`src/include/ctmc_pkg.sv`:
```
// Package: register map, field positions, reset values, modes and timing of the CAN transceiver mode control
package ctmc_pkg;
    // ------------------------------------------------------------
    // Register offsets and reset values
    // ------------------------------------------------------------
    localparam logic [7:0] CTRL_ADDR = 8'h20;
    localparam logic [7:0] STAT_ADDR = 8'h22;
    localparam logic [7:0] BFAIL_ADDR = 8'h33;
    localparam logic [7:0] CTRL_RESET = 8'h41;
    localparam logic [7:0] STAT_RESET = 8'h48;
    localparam logic [7:0] BFAIL_RESET = 8'h00;
    // ------------------------------------------------------------
    // Field positions
    // ------------------------------------------------------------
    localparam int CTRL_FDP_BIT = 6;
    localparam int CTRL_CFGOK_BIT = 5;
    localparam int CTRL_SWE_BIT = 4;
    localparam int STAT_TXRDY_BIT = 7;
    localparam int STAT_SWERR_BIT = 6;
    localparam int STAT_SWCFG_BIT = 5;
    localparam int STAT_OSC_BIT = 4;
    localparam int STAT_IDLE_BIT = 3;
    localparam int STAT_TXTO_BIT = 0;
    localparam int BFAIL_DOM_BIT = 1;
    localparam int BFAIL_SHORT_BIT = 0;
    // Writable bits of the control register
    localparam logic [7:0] CTRL_WMASK = 8'h73;
    // ------------------------------------------------------------
    // Mode codes
    // ------------------------------------------------------------
    localparam logic [2:0] DEV_SLEEP = 3'h1;
    localparam logic [2:0] DEV_STANDBY = 3'h4;
    localparam logic [2:0] DEV_NORMAL = 3'h7;
    localparam logic [1:0] TGT_STANDBY = 2'h0;
    localparam logic [1:0] TGT_NORMAL = 2'h1;
    localparam logic [1:0] TGT_SILENT = 2'h3;

    typedef enum logic [2:0] {
        CTMC_STANDBY = 3'b000,
        CTMC_BIASED = 3'b001,
        CTMC_SILENT = 3'b010,
        CTMC_NORMAL = 3'b011,
        CTMC_REDUCED = 3'b100
    } ctmc_state_e;

    // ------------------------------------------------------------
    // Timing at 200 MHz
    // ------------------------------------------------------------
    localparam int CLK_MHZ = 200;
    localparam int SILENCE_US = 1000;
    localparam int SILENCE_CYC = SILENCE_US * CLK_MHZ;
    localparam int UV_DEBOUNCE_US = 10;
    localparam int UV_DEBOUNCE_CYC = UV_DEBOUNCE_US * CLK_MHZ;
endpackage

```
`src/hdl/ctmc_mode_ctrl.sv`:
```
// CAN transceiver mode control: mode state machine and its three registers
// Contract
// - Biased standby drops to standby after bus silence beyond timeout.
// - Active modes go biased standby, or standby if bus idle, when device sleeps or stands by.
// - Active modes go biased standby, or standby if bus idle, when device normal and target standby.
// - Standby goes biased when device normal, target normal, VCC undervoltage.
// - Standby goes biased on any bus wake-up event.
// - Silent receives, transmitter off, bus recessive, biasing kept.
// - Silent entered when device normal and target silent.
// - Receive recessive clamping forces and holds silent; reduced normal ignores it until VCC recovery debounce.
// - Undervoltage in silent holds silent until microcontroller reset mode.
// - Normal entered with device normal, target normal, no undervoltage, no clamping; reduced normal enters it even with clamping.
// - Reduced normal returns to normal after VCC recovery debounce.
// - Transmit input held low keeps silent until it goes high.
// - Normal enters reduced normal after debounced VCC undervoltage; transmitter off.
// - Target field 00 standby, 01 normal, 11 silent; never changed by hardware.
// - Fast-frame passive bit resets to one and steers fast-frame handling.
// - Config-valid bit clears after any selective-wake configuration write.
// - Selective wake enable follows the host's written value.
// - Transmitter ready flag is one when transmitter enabled.
// - Selective wake error flag zero only if no frame error, valid, oscillator ok.
// - Selective wake config flag follows the config-valid bit.
// - Bus idle flag is one after silence timeout.
// - Transmit timeout flag is one while transmitter disabled by dominant timeout.
// - Device mode 001 sleep, 111 normal, undefined codes mean standby.
// - In standby and biased standby, wake pattern drives receive output low, whatever the selective wake enable.
// - Bus failure register: bit 1 dominant timeout, bit 0 short.
`timescale 1ns/1ps
module ctmc_mode_ctrl #(
    parameter int SILENCE_CYC = ctmc_pkg::SILENCE_CYC,
    parameter int UV_DEBOUNCE_CYC = ctmc_pkg::UV_DEBOUNCE_CYC
) (
    input wire logic clk,
    input wire logic resetn,
    input wire logic [7:0] reg_addr,
    input wire logic reg_wr,
    input wire logic [7:0] reg_wdata,
    output logic [7:0] reg_rdata,
    input wire logic sw_cfg_write,
    input wire logic [2:0] device_mode_select,
    input wire logic uc_reset_mode,
    input wire logic vcc_uv,
    input wire logic rxd_clamp,
    input wire logic txd,
    input wire logic bus_rx,
    input wire logic bus_activity,
    input wire logic bus_wake_event,
    input wire logic bus_wake_pattern,
    input wire logic selective_wake_frame_error,
    input wire logic selective_wake_osc_ok,
    input wire logic txd_dom_timeout,
    input wire logic bus_dominant_timeout_flag,
    input wire logic bus_short_flag,
    output logic rxd,
    output logic tx_enable,
    output logic bias_enable,
    output logic [2:0] trx_state,
    output logic fast_frame_passive_enable,
    output logic selective_wake_enable
);
    ctmc_pkg::ctmc_state_e state_r;
    ctmc_pkg::ctmc_state_e state_nxt;
    logic [7:0] ctrl_r;
    logic [7:0] ctrl_nxt;
    logic [7:0] rdata_r;
    logic [7:0] rdata_nxt;
    logic rxd_r;
    logic rxd_nxt;
    logic silent_lock_r;
    logic silent_lock_nxt;
    logic bus_idle;
    logic uv_long;
    logic vcc_ok_long;
    logic [7:0] status;
    logic [2:0] dev_mode;
    logic [1:0] target;
    logic dev_normal;

    // Undefined codes fall back to standby
    function automatic logic [2:0] dev_decode(input logic [2:0] code);
        if (code == ctmc_pkg::DEV_SLEEP || code == ctmc_pkg::DEV_NORMAL)
        begin
            return code;
        end
        return ctmc_pkg::DEV_STANDBY;
    endfunction

    // ------------------------------------------------------------
    // Timers
    // ------------------------------------------------------------
    ctmc_timer #(.LIMIT(SILENCE_CYC), .W(32)) u_silence (
        .clk(clk),
        .resetn(resetn),
        .cond(!bus_activity),
        .expired(bus_idle)
    );

    ctmc_timer #(.LIMIT(UV_DEBOUNCE_CYC), .W(32)) u_uv (
        .clk(clk),
        .resetn(resetn),
        .cond(vcc_uv),
        .expired(uv_long)
    );

    ctmc_timer #(.LIMIT(UV_DEBOUNCE_CYC), .W(32)) u_vok (
        .clk(clk),
        .resetn(resetn),
        .cond(!vcc_uv),
        .expired(vcc_ok_long)
    );

    assign dev_mode = dev_decode(device_mode_select);
    assign dev_normal = (dev_mode == ctmc_pkg::DEV_NORMAL);
    assign target = ctrl_r[1:0];

    // ------------------------------------------------------------
    // Mode state machine
    // ------------------------------------------------------------
    always_comb
    begin
        state_nxt = state_r;
        silent_lock_nxt = silent_lock_r;
        if (uc_reset_mode)
        begin
            silent_lock_nxt = 1'b0;
        end
        case (state_r)
            ctmc_pkg::CTMC_STANDBY:
            begin
                if (bus_wake_event)
                begin
                    state_nxt = ctmc_pkg::CTMC_BIASED;
                end
                else if (dev_normal && target == ctmc_pkg::TGT_NORMAL && vcc_uv)
                begin
                    state_nxt = ctmc_pkg::CTMC_BIASED;
                end
                else if (dev_normal && target == ctmc_pkg::TGT_SILENT)
                begin
                    state_nxt = ctmc_pkg::CTMC_SILENT;
                end
                else if (dev_normal && target == ctmc_pkg::TGT_NORMAL)
                begin
                    state_nxt = (rxd_clamp || !txd) ? ctmc_pkg::CTMC_SILENT : ctmc_pkg::CTMC_NORMAL;
                end
            end
            ctmc_pkg::CTMC_BIASED:
            begin
                if (bus_idle)
                begin
                    state_nxt = ctmc_pkg::CTMC_STANDBY;
                end
                else if (dev_normal && target == ctmc_pkg::TGT_SILENT)
                begin
                    state_nxt = ctmc_pkg::CTMC_SILENT;
                end
                else if (dev_normal && target == ctmc_pkg::TGT_NORMAL && !vcc_uv)
                begin
                    state_nxt = (rxd_clamp || !txd) ? ctmc_pkg::CTMC_SILENT : ctmc_pkg::CTMC_NORMAL;
                end
            end
            ctmc_pkg::CTMC_SILENT, ctmc_pkg::CTMC_NORMAL, ctmc_pkg::CTMC_REDUCED:
            begin
                if (state_r == ctmc_pkg::CTMC_SILENT && vcc_uv)
                begin
                    silent_lock_nxt = !uc_reset_mode;
                end
                if (!dev_normal || target == ctmc_pkg::TGT_STANDBY)
                begin
                    state_nxt = bus_idle ? ctmc_pkg::CTMC_STANDBY : ctmc_pkg::CTMC_BIASED;
                    silent_lock_nxt = 1'b0;
                end
                else if (target == ctmc_pkg::TGT_SILENT)
                begin
                    state_nxt = ctmc_pkg::CTMC_SILENT;
                end
                else if (state_r == ctmc_pkg::CTMC_REDUCED)
                begin
                    if (vcc_ok_long)
                    begin
                        state_nxt = ctmc_pkg::CTMC_NORMAL;
                    end
                end
                // Low transmit input in normal is ordinary dominant data, not a stuck line
                else if (rxd_clamp || (!txd && state_r != ctmc_pkg::CTMC_NORMAL) || silent_lock_nxt)
                begin
                    state_nxt = ctmc_pkg::CTMC_SILENT;
                end
                else if (state_r == ctmc_pkg::CTMC_NORMAL && uv_long)
                begin
                    state_nxt = ctmc_pkg::CTMC_REDUCED;
                end
                else if (!vcc_uv)
                begin
                    state_nxt = ctmc_pkg::CTMC_NORMAL;
                end
            end
            default:
            begin
                state_nxt = ctmc_pkg::CTMC_STANDBY;
            end
        endcase
    end

    // ------------------------------------------------------------
    // Registers and receive output
    // ------------------------------------------------------------
    always_comb
    begin
        ctrl_nxt = ctrl_r;
        if (reg_wr && reg_addr == ctmc_pkg::CTRL_ADDR)
        begin
            ctrl_nxt = reg_wdata & ctmc_pkg::CTRL_WMASK;
        end
        if (sw_cfg_write)
        begin
            ctrl_nxt[ctmc_pkg::CTRL_CFGOK_BIT] = 1'b0;
        end
        status = '0;
        status[ctmc_pkg::STAT_TXRDY_BIT] = (state_r == ctmc_pkg::CTMC_NORMAL) && !txd_dom_timeout;
        status[ctmc_pkg::STAT_SWERR_BIT] = selective_wake_frame_error || !ctrl_r[ctmc_pkg::CTRL_CFGOK_BIT]
            || !selective_wake_osc_ok;
        status[ctmc_pkg::STAT_SWCFG_BIT] = ctrl_r[ctmc_pkg::CTRL_CFGOK_BIT];
        status[ctmc_pkg::STAT_OSC_BIT] = selective_wake_osc_ok;
        status[ctmc_pkg::STAT_IDLE_BIT] = bus_idle;
        status[ctmc_pkg::STAT_TXTO_BIT] = txd_dom_timeout;
        case (reg_addr)
            ctmc_pkg::CTRL_ADDR: rdata_nxt = ctrl_r;
            ctmc_pkg::STAT_ADDR: rdata_nxt = status;
            ctmc_pkg::BFAIL_ADDR: rdata_nxt = {6'h00, bus_dominant_timeout_flag, bus_short_flag};
            default: rdata_nxt = 8'h00;
        endcase
        // Low-power modes show only the wake request on receive
        if (state_r == ctmc_pkg::CTMC_STANDBY || state_r == ctmc_pkg::CTMC_BIASED)
        begin
            rxd_nxt = !bus_wake_pattern;
        end
        else
        begin
            rxd_nxt = bus_rx;
        end
    end

    always_ff @(posedge clk)
    begin
        if (!resetn)
        begin
            state_r <= ctmc_pkg::CTMC_STANDBY;
            silent_lock_r <= 1'b0;
            ctrl_r <= ctmc_pkg::CTRL_RESET;
            rdata_r <= 8'h00;
            rxd_r <= 1'b1;
        end
        else
        begin
            state_r <= state_nxt;
            silent_lock_r <= silent_lock_nxt;
            ctrl_r <= ctrl_nxt;
            rdata_r <= rdata_nxt;
            rxd_r <= rxd_nxt;
        end
    end

    assign reg_rdata = rdata_r;
    assign rxd = rxd_r;
    // Transmitter only in normal; silent and reduced release the bus
    assign tx_enable = (state_r == ctmc_pkg::CTMC_NORMAL) && !txd_dom_timeout;
    assign bias_enable = (state_r != ctmc_pkg::CTMC_STANDBY);
    assign trx_state = state_r;
    assign fast_frame_passive_enable = ctrl_r[ctmc_pkg::CTRL_FDP_BIT];
    assign selective_wake_enable = ctrl_r[ctmc_pkg::CTRL_SWE_BIT];
endmodule // ctmc_mode_ctrl

```
`src/hdl/ctmc_timer.sv`:
```
// Persistence timer: flags when a condition has held for longer than a cycle count
`timescale 1ns/1ps
module ctmc_timer #(
    parameter int LIMIT = 2000,
    parameter int W = 32
) (
    input wire logic clk,
    input wire logic resetn,
    input wire logic cond,
    output logic expired
);
    logic [W-1:0] cnt_r;
    logic [W-1:0] cnt_nxt;
    logic exp_r;
    logic exp_nxt;

    always_comb
    begin
        cnt_nxt = cnt_r;
        exp_nxt = 1'b0;
        if (!cond)
        begin
            cnt_nxt = '0;
        end
        else if (cnt_r < W'(LIMIT))
        begin
            cnt_nxt = cnt_r + W'(1);
        end
        else
        begin
            exp_nxt = 1'b1;
        end
        if (!cond)
        begin
            exp_nxt = 1'b0;
        end
    end

    always_ff @(posedge clk)
    begin
        if (!resetn)
        begin
            cnt_r <= '0;
            exp_r <= 1'b0;
        end
        else
        begin
            cnt_r <= cnt_nxt;
            exp_r <= exp_nxt;
        end
    end

    assign expired = exp_r;
endmodule // ctmc_timer

```
`config.mk`:
```
export PLATFORM = sky130hd
export DESIGN_NAME = ctmc_mode_ctrl
export DESIGN_NICKNAME = d
export VERILOG_FILES = /design/src/include/ctmc_pkg.sv /design/src/hdl/ctmc_mode_ctrl.sv /design/src/hdl/ctmc_timer.sv
export SDC_FILE = /design/constraint.sdc
export NUM_CORES = 1
export LEC_CHECK = 0
export ABC_AREA = 1
export ABC_CLOCK_PERIOD_IN_PS = 1700
export BUFFER_PORTS_ARGS = -buffer_cell sky130_fd_sc_hd__clkbuf_2
export CORE_ASPECT_RATIO = 1.4
export CORE_UTILIZATION = 55
export CTS_BUF_LIST = sky130_fd_sc_hd__clkbuf_2
export DETAILED_ROUTE_END_ITERATION = 8
export HOLD_SLACK_MARGIN = 0.02
export PLACE_DENSITY = 0.78
export SLEW_MARGIN = 0
export SYNTH_ARGS = -nofsm -noshare
export SYNTH_HDL_FRONTEND = slang
export SYNTH_HIERARCHICAL = 1
export SYNTH_SLANG_ARGS = --single-unit
```
`constraint.sdc`:
```
create_clock -name clk -period 1.7 [get_ports clk]
set_clock_uncertainty 0.1 [all_clocks]
set_input_delay 0.17 -clock clk [delete_from_list [all_inputs] [get_ports clk]]
set_output_delay 0.17 -clock clk [all_outputs]
set_load 0.02 [all_outputs]
```
==> impl_results.md <==
* Tot Pwr at 6.120 mW
* F_max at 515.0 MHz
* Chip Width at about 85 µm
* Drt wl/cell at 13.80 µm
* Mean Syn Cell Area at a little under 7 µm²
* Vias at 5428
* Ys Warns at 6
* Starting Density at 56.52%
* ANT cells at 0
* Post-synth EDFFs at 0
* Placeable Area at between 0.009 and 0.01 mm²
* Mapped Nets at 813
* H-Tree Depth at 4
* Number of synthesized register bits at 116
* Final min period at around 1.9 ns
* Longest Clk Path Bufs at 2
* Final WS setup at -0.2416 ns
* Layout Nets at between 900 and 1000
* Total wire length at 14070 µm
* Final Hold Vio Count at 0
* Die height at 118.7 µm
* Sequential fraction of the synthesis area at 43.44%
* Crit-path max FO at 2
* CTS Buf Count at 17
* Static Leak at 2.836 nW
* Final setup violation count at 8
* All-Layer GR Usage at between 20% and 30%
* Share of cells above drive strength 1 at about a fifth
* Syn Inst Count at 774
* Die Area at 0.01012 mm²
* RSZ-0062 raised after global routing: true
* Critical path class: in2reg
* Residual DRC at 0
* Pwr/cell area at 902.4 mW/mm²
* Crit path max-delay cell type: dlygate4sd3_1
* Delay-heaviest family, CP: buffers and inverters
* Async S/R FF share, synth at 0%
* Hold WC Path Type: in2reg
* Clock root buffer: clkbuf_2
* Area leader, netlist: dfxtp_1
* GRT overflow at 0
* DRT iter0 DRCs at 428
* Most used flip-flop cell after synthesis: dfxtp_1
* Required @ worst endpoint at 2.21 ns
* Top cells by count, synth: 168 x nand2_1, 147 x nor2_1, 120 x inv_1
* Setup crit start kind: primary input
* Final period util at 114.2%
* Largest net degree at the start of global routing at 34
* Largest cells by area after synthesis: dfxtp_1 43%, nand2_1 12%, nor2_1 10%, inv_1 8.4%, a21oi_1 3.9%
* First-pass DRT Iterations at 7
* Clock transition at the registers of the reported paths at roughly 0.18 ns
* Synth unique cells at 34
* Top-level I/O count at 52
* Worst VDD drop at 0.0004686 V
* ANT nets after route at 0
* Fillers at 686
* Row count at 42
* CP Cell Sequence: dlygate4sd3_1 -> buf_4 -> nand2_1 -> dlygate4sd3_1 -> a21oi_1 -> dlygate4sd3_1
* Antenna violations before repair at 0
* CTS tree: done
* Setup TNS at -0.9073 ns
* Synthesized cell area at 0.005346 mm²
* Most frequent cell on the critical path: dlygate4sd3_1
* Crit-path max cell delay at roughly 0.63 ns
* Failing checks: setup timing
* Synth top area share at 43.44%
* Vias in the first global route at 4984
* Worst Path Buf+Inv at 4
* First-pass GRT wire length at roughly 22000 µm
* Clock sinks at 116
* Max cap viols at 0
* Post-Layout Inst Area at 0.006782 mm²
* Crit. End Element: register
* Status: finished, violations left
* Clock latency on the worst-skew pair at 0.66 ns
* Hpwl dp at 7660 µm
* I/O Buffers at 47
* GPL Wtd Cong at between 0.8 and 0.9
* Critical Path AT at 2.45 ns
* Placed Area at 0.005710 mm²
* Vias/cell at 5.327
* Fin. max-slew vios at 0
* P&R area growth vs syn at 26.84%
* Count leader, synth: nand2_1
## metal layers
layer,up-vias,global-route usage (%),wire [µm]
met1,2419,28.53,5279
met5,-,0,0
met3,92,6.913,1028
met2,285,48.89,6984
li1,2632,-,-
met4,0,13.65,772
## path summary, 6_finish.rpt
check	start	depth (start not counted)	end	slack, ns
setup reg to reg	trx_state[1]	12	trx_state[1]	-0.18
setup / recovery	selective_wake_osc_ok	6	reg_rdata[4]	-0.24
hold / removal	bus_rx	4	rxd	0.20
hold reg to reg	u_vok/cnt_r[21]	2	u_vok/cnt_r[21]	0.34
## cells by family (layout without fill, tap and decap cells)
family          after synthesis  count (layout)  synth area share [%]
xor+xnor                     13              13                 2.130
other cells                   1               1               0.07014
buf+inv                     145             280                 11.12
fa+ha+maj                     3               3                0.7022
compound gates               90              90                 9.525
flops                       116             116                 43.44
simple gates                406             406                 33.02
## repair_timing
| action | in CTS | in global routing |
|---|---|---|
| hold buffers | 42 | 0 |
| resized for setup | 25 | 45 |
| pin swaps | 2 | 15 |
| endpoints found under the setup margin | 3 | 23 |
| buffers inserted | 12 | 8 |
| endpoints found under the hold margin | 73 | 0 |
## report_power, final
part / internal, mW / total (mW) / switching, mW
sequential: 2.76 / 2.81 / 0.0509
clock: 1.26 / 2.25 / 0.992
combinational: 0.503 / 1.06 / 0.553
## tightest hold or removal path: stages
cell and delay [ns]:
dlygate4sd3_1 0.53, clkbuf_2 0.10, a21oi_1 0.06, o21ai_0 0.07
## cells in the final DEF (no fill, tap or decap), drive strengths merged
cell type / Yosys / routed
o21bai: 1 / 1
clkbuf: 9 / 61
xor2: 8 / 8
clkinvlp: 0 / 2
xnor2: 5 / 5
o211ai: 1 / 1
nor3: 8 / 8
a21oi: 53 / 53
buf: 10 / 40
inv: 124 / 124
nand2: 183 / 183
o31ai: 1 / 1
conb: 1 / 1
a2111oi: 1 / 1
dfxtp: 116 / 116
o21ai: 33 / 33
nor4: 2 / 2
nor2: 158 / 158
bufinv: 0 / 6
ha: 3 / 3
nand3: 40 / 40
dlygate4sd3: 0 / 41
nand4: 15 / 15
clkinv: 2 / 6
## metrics by stage
stage | util [%] | instances | hold WS (ns) | setup slack (ns)
2_1_floorplan | - | 774 | 0.1465 | 0.1825
6_report | 71.69 | 1019 | 0.1998 | -0.2416
3_3_place_gp | 60.37 | 927 | 0.2544 | 0.1040
5_1_grt | 71.69 | 1019 | 0.1418 | -0.4235
4_1_cts | 69.79 | 1012 | 0.1219 | -0.09224
3_5_place_dp | 60.37 | 927 | 0.2599 | 0.1041
## state kept, by name (all words and copies together) (netlist names), 3 cells and up
register         cells
ctrl_r               5
u_vok/cnt_r         32
u_uv/cnt_r          32
trx_state            3
reg_rdata            7
u_silence/cnt_r     32
## cell type report
type	count	area (µm²)	area share, %
Clock inverter	12	209.0	3.081
Multi-Input combinational cell	513	2556	37.69
Sequential cell	116	2336	34.45
Inverter	126	481.7	7.103
Clock buffer	20	100.1	1.476
Tap cell	110	137.6	2.030
Timing Repair Buffer	122	960.9	14.17
Note: power is estimated with default switching activity, not from simulation.
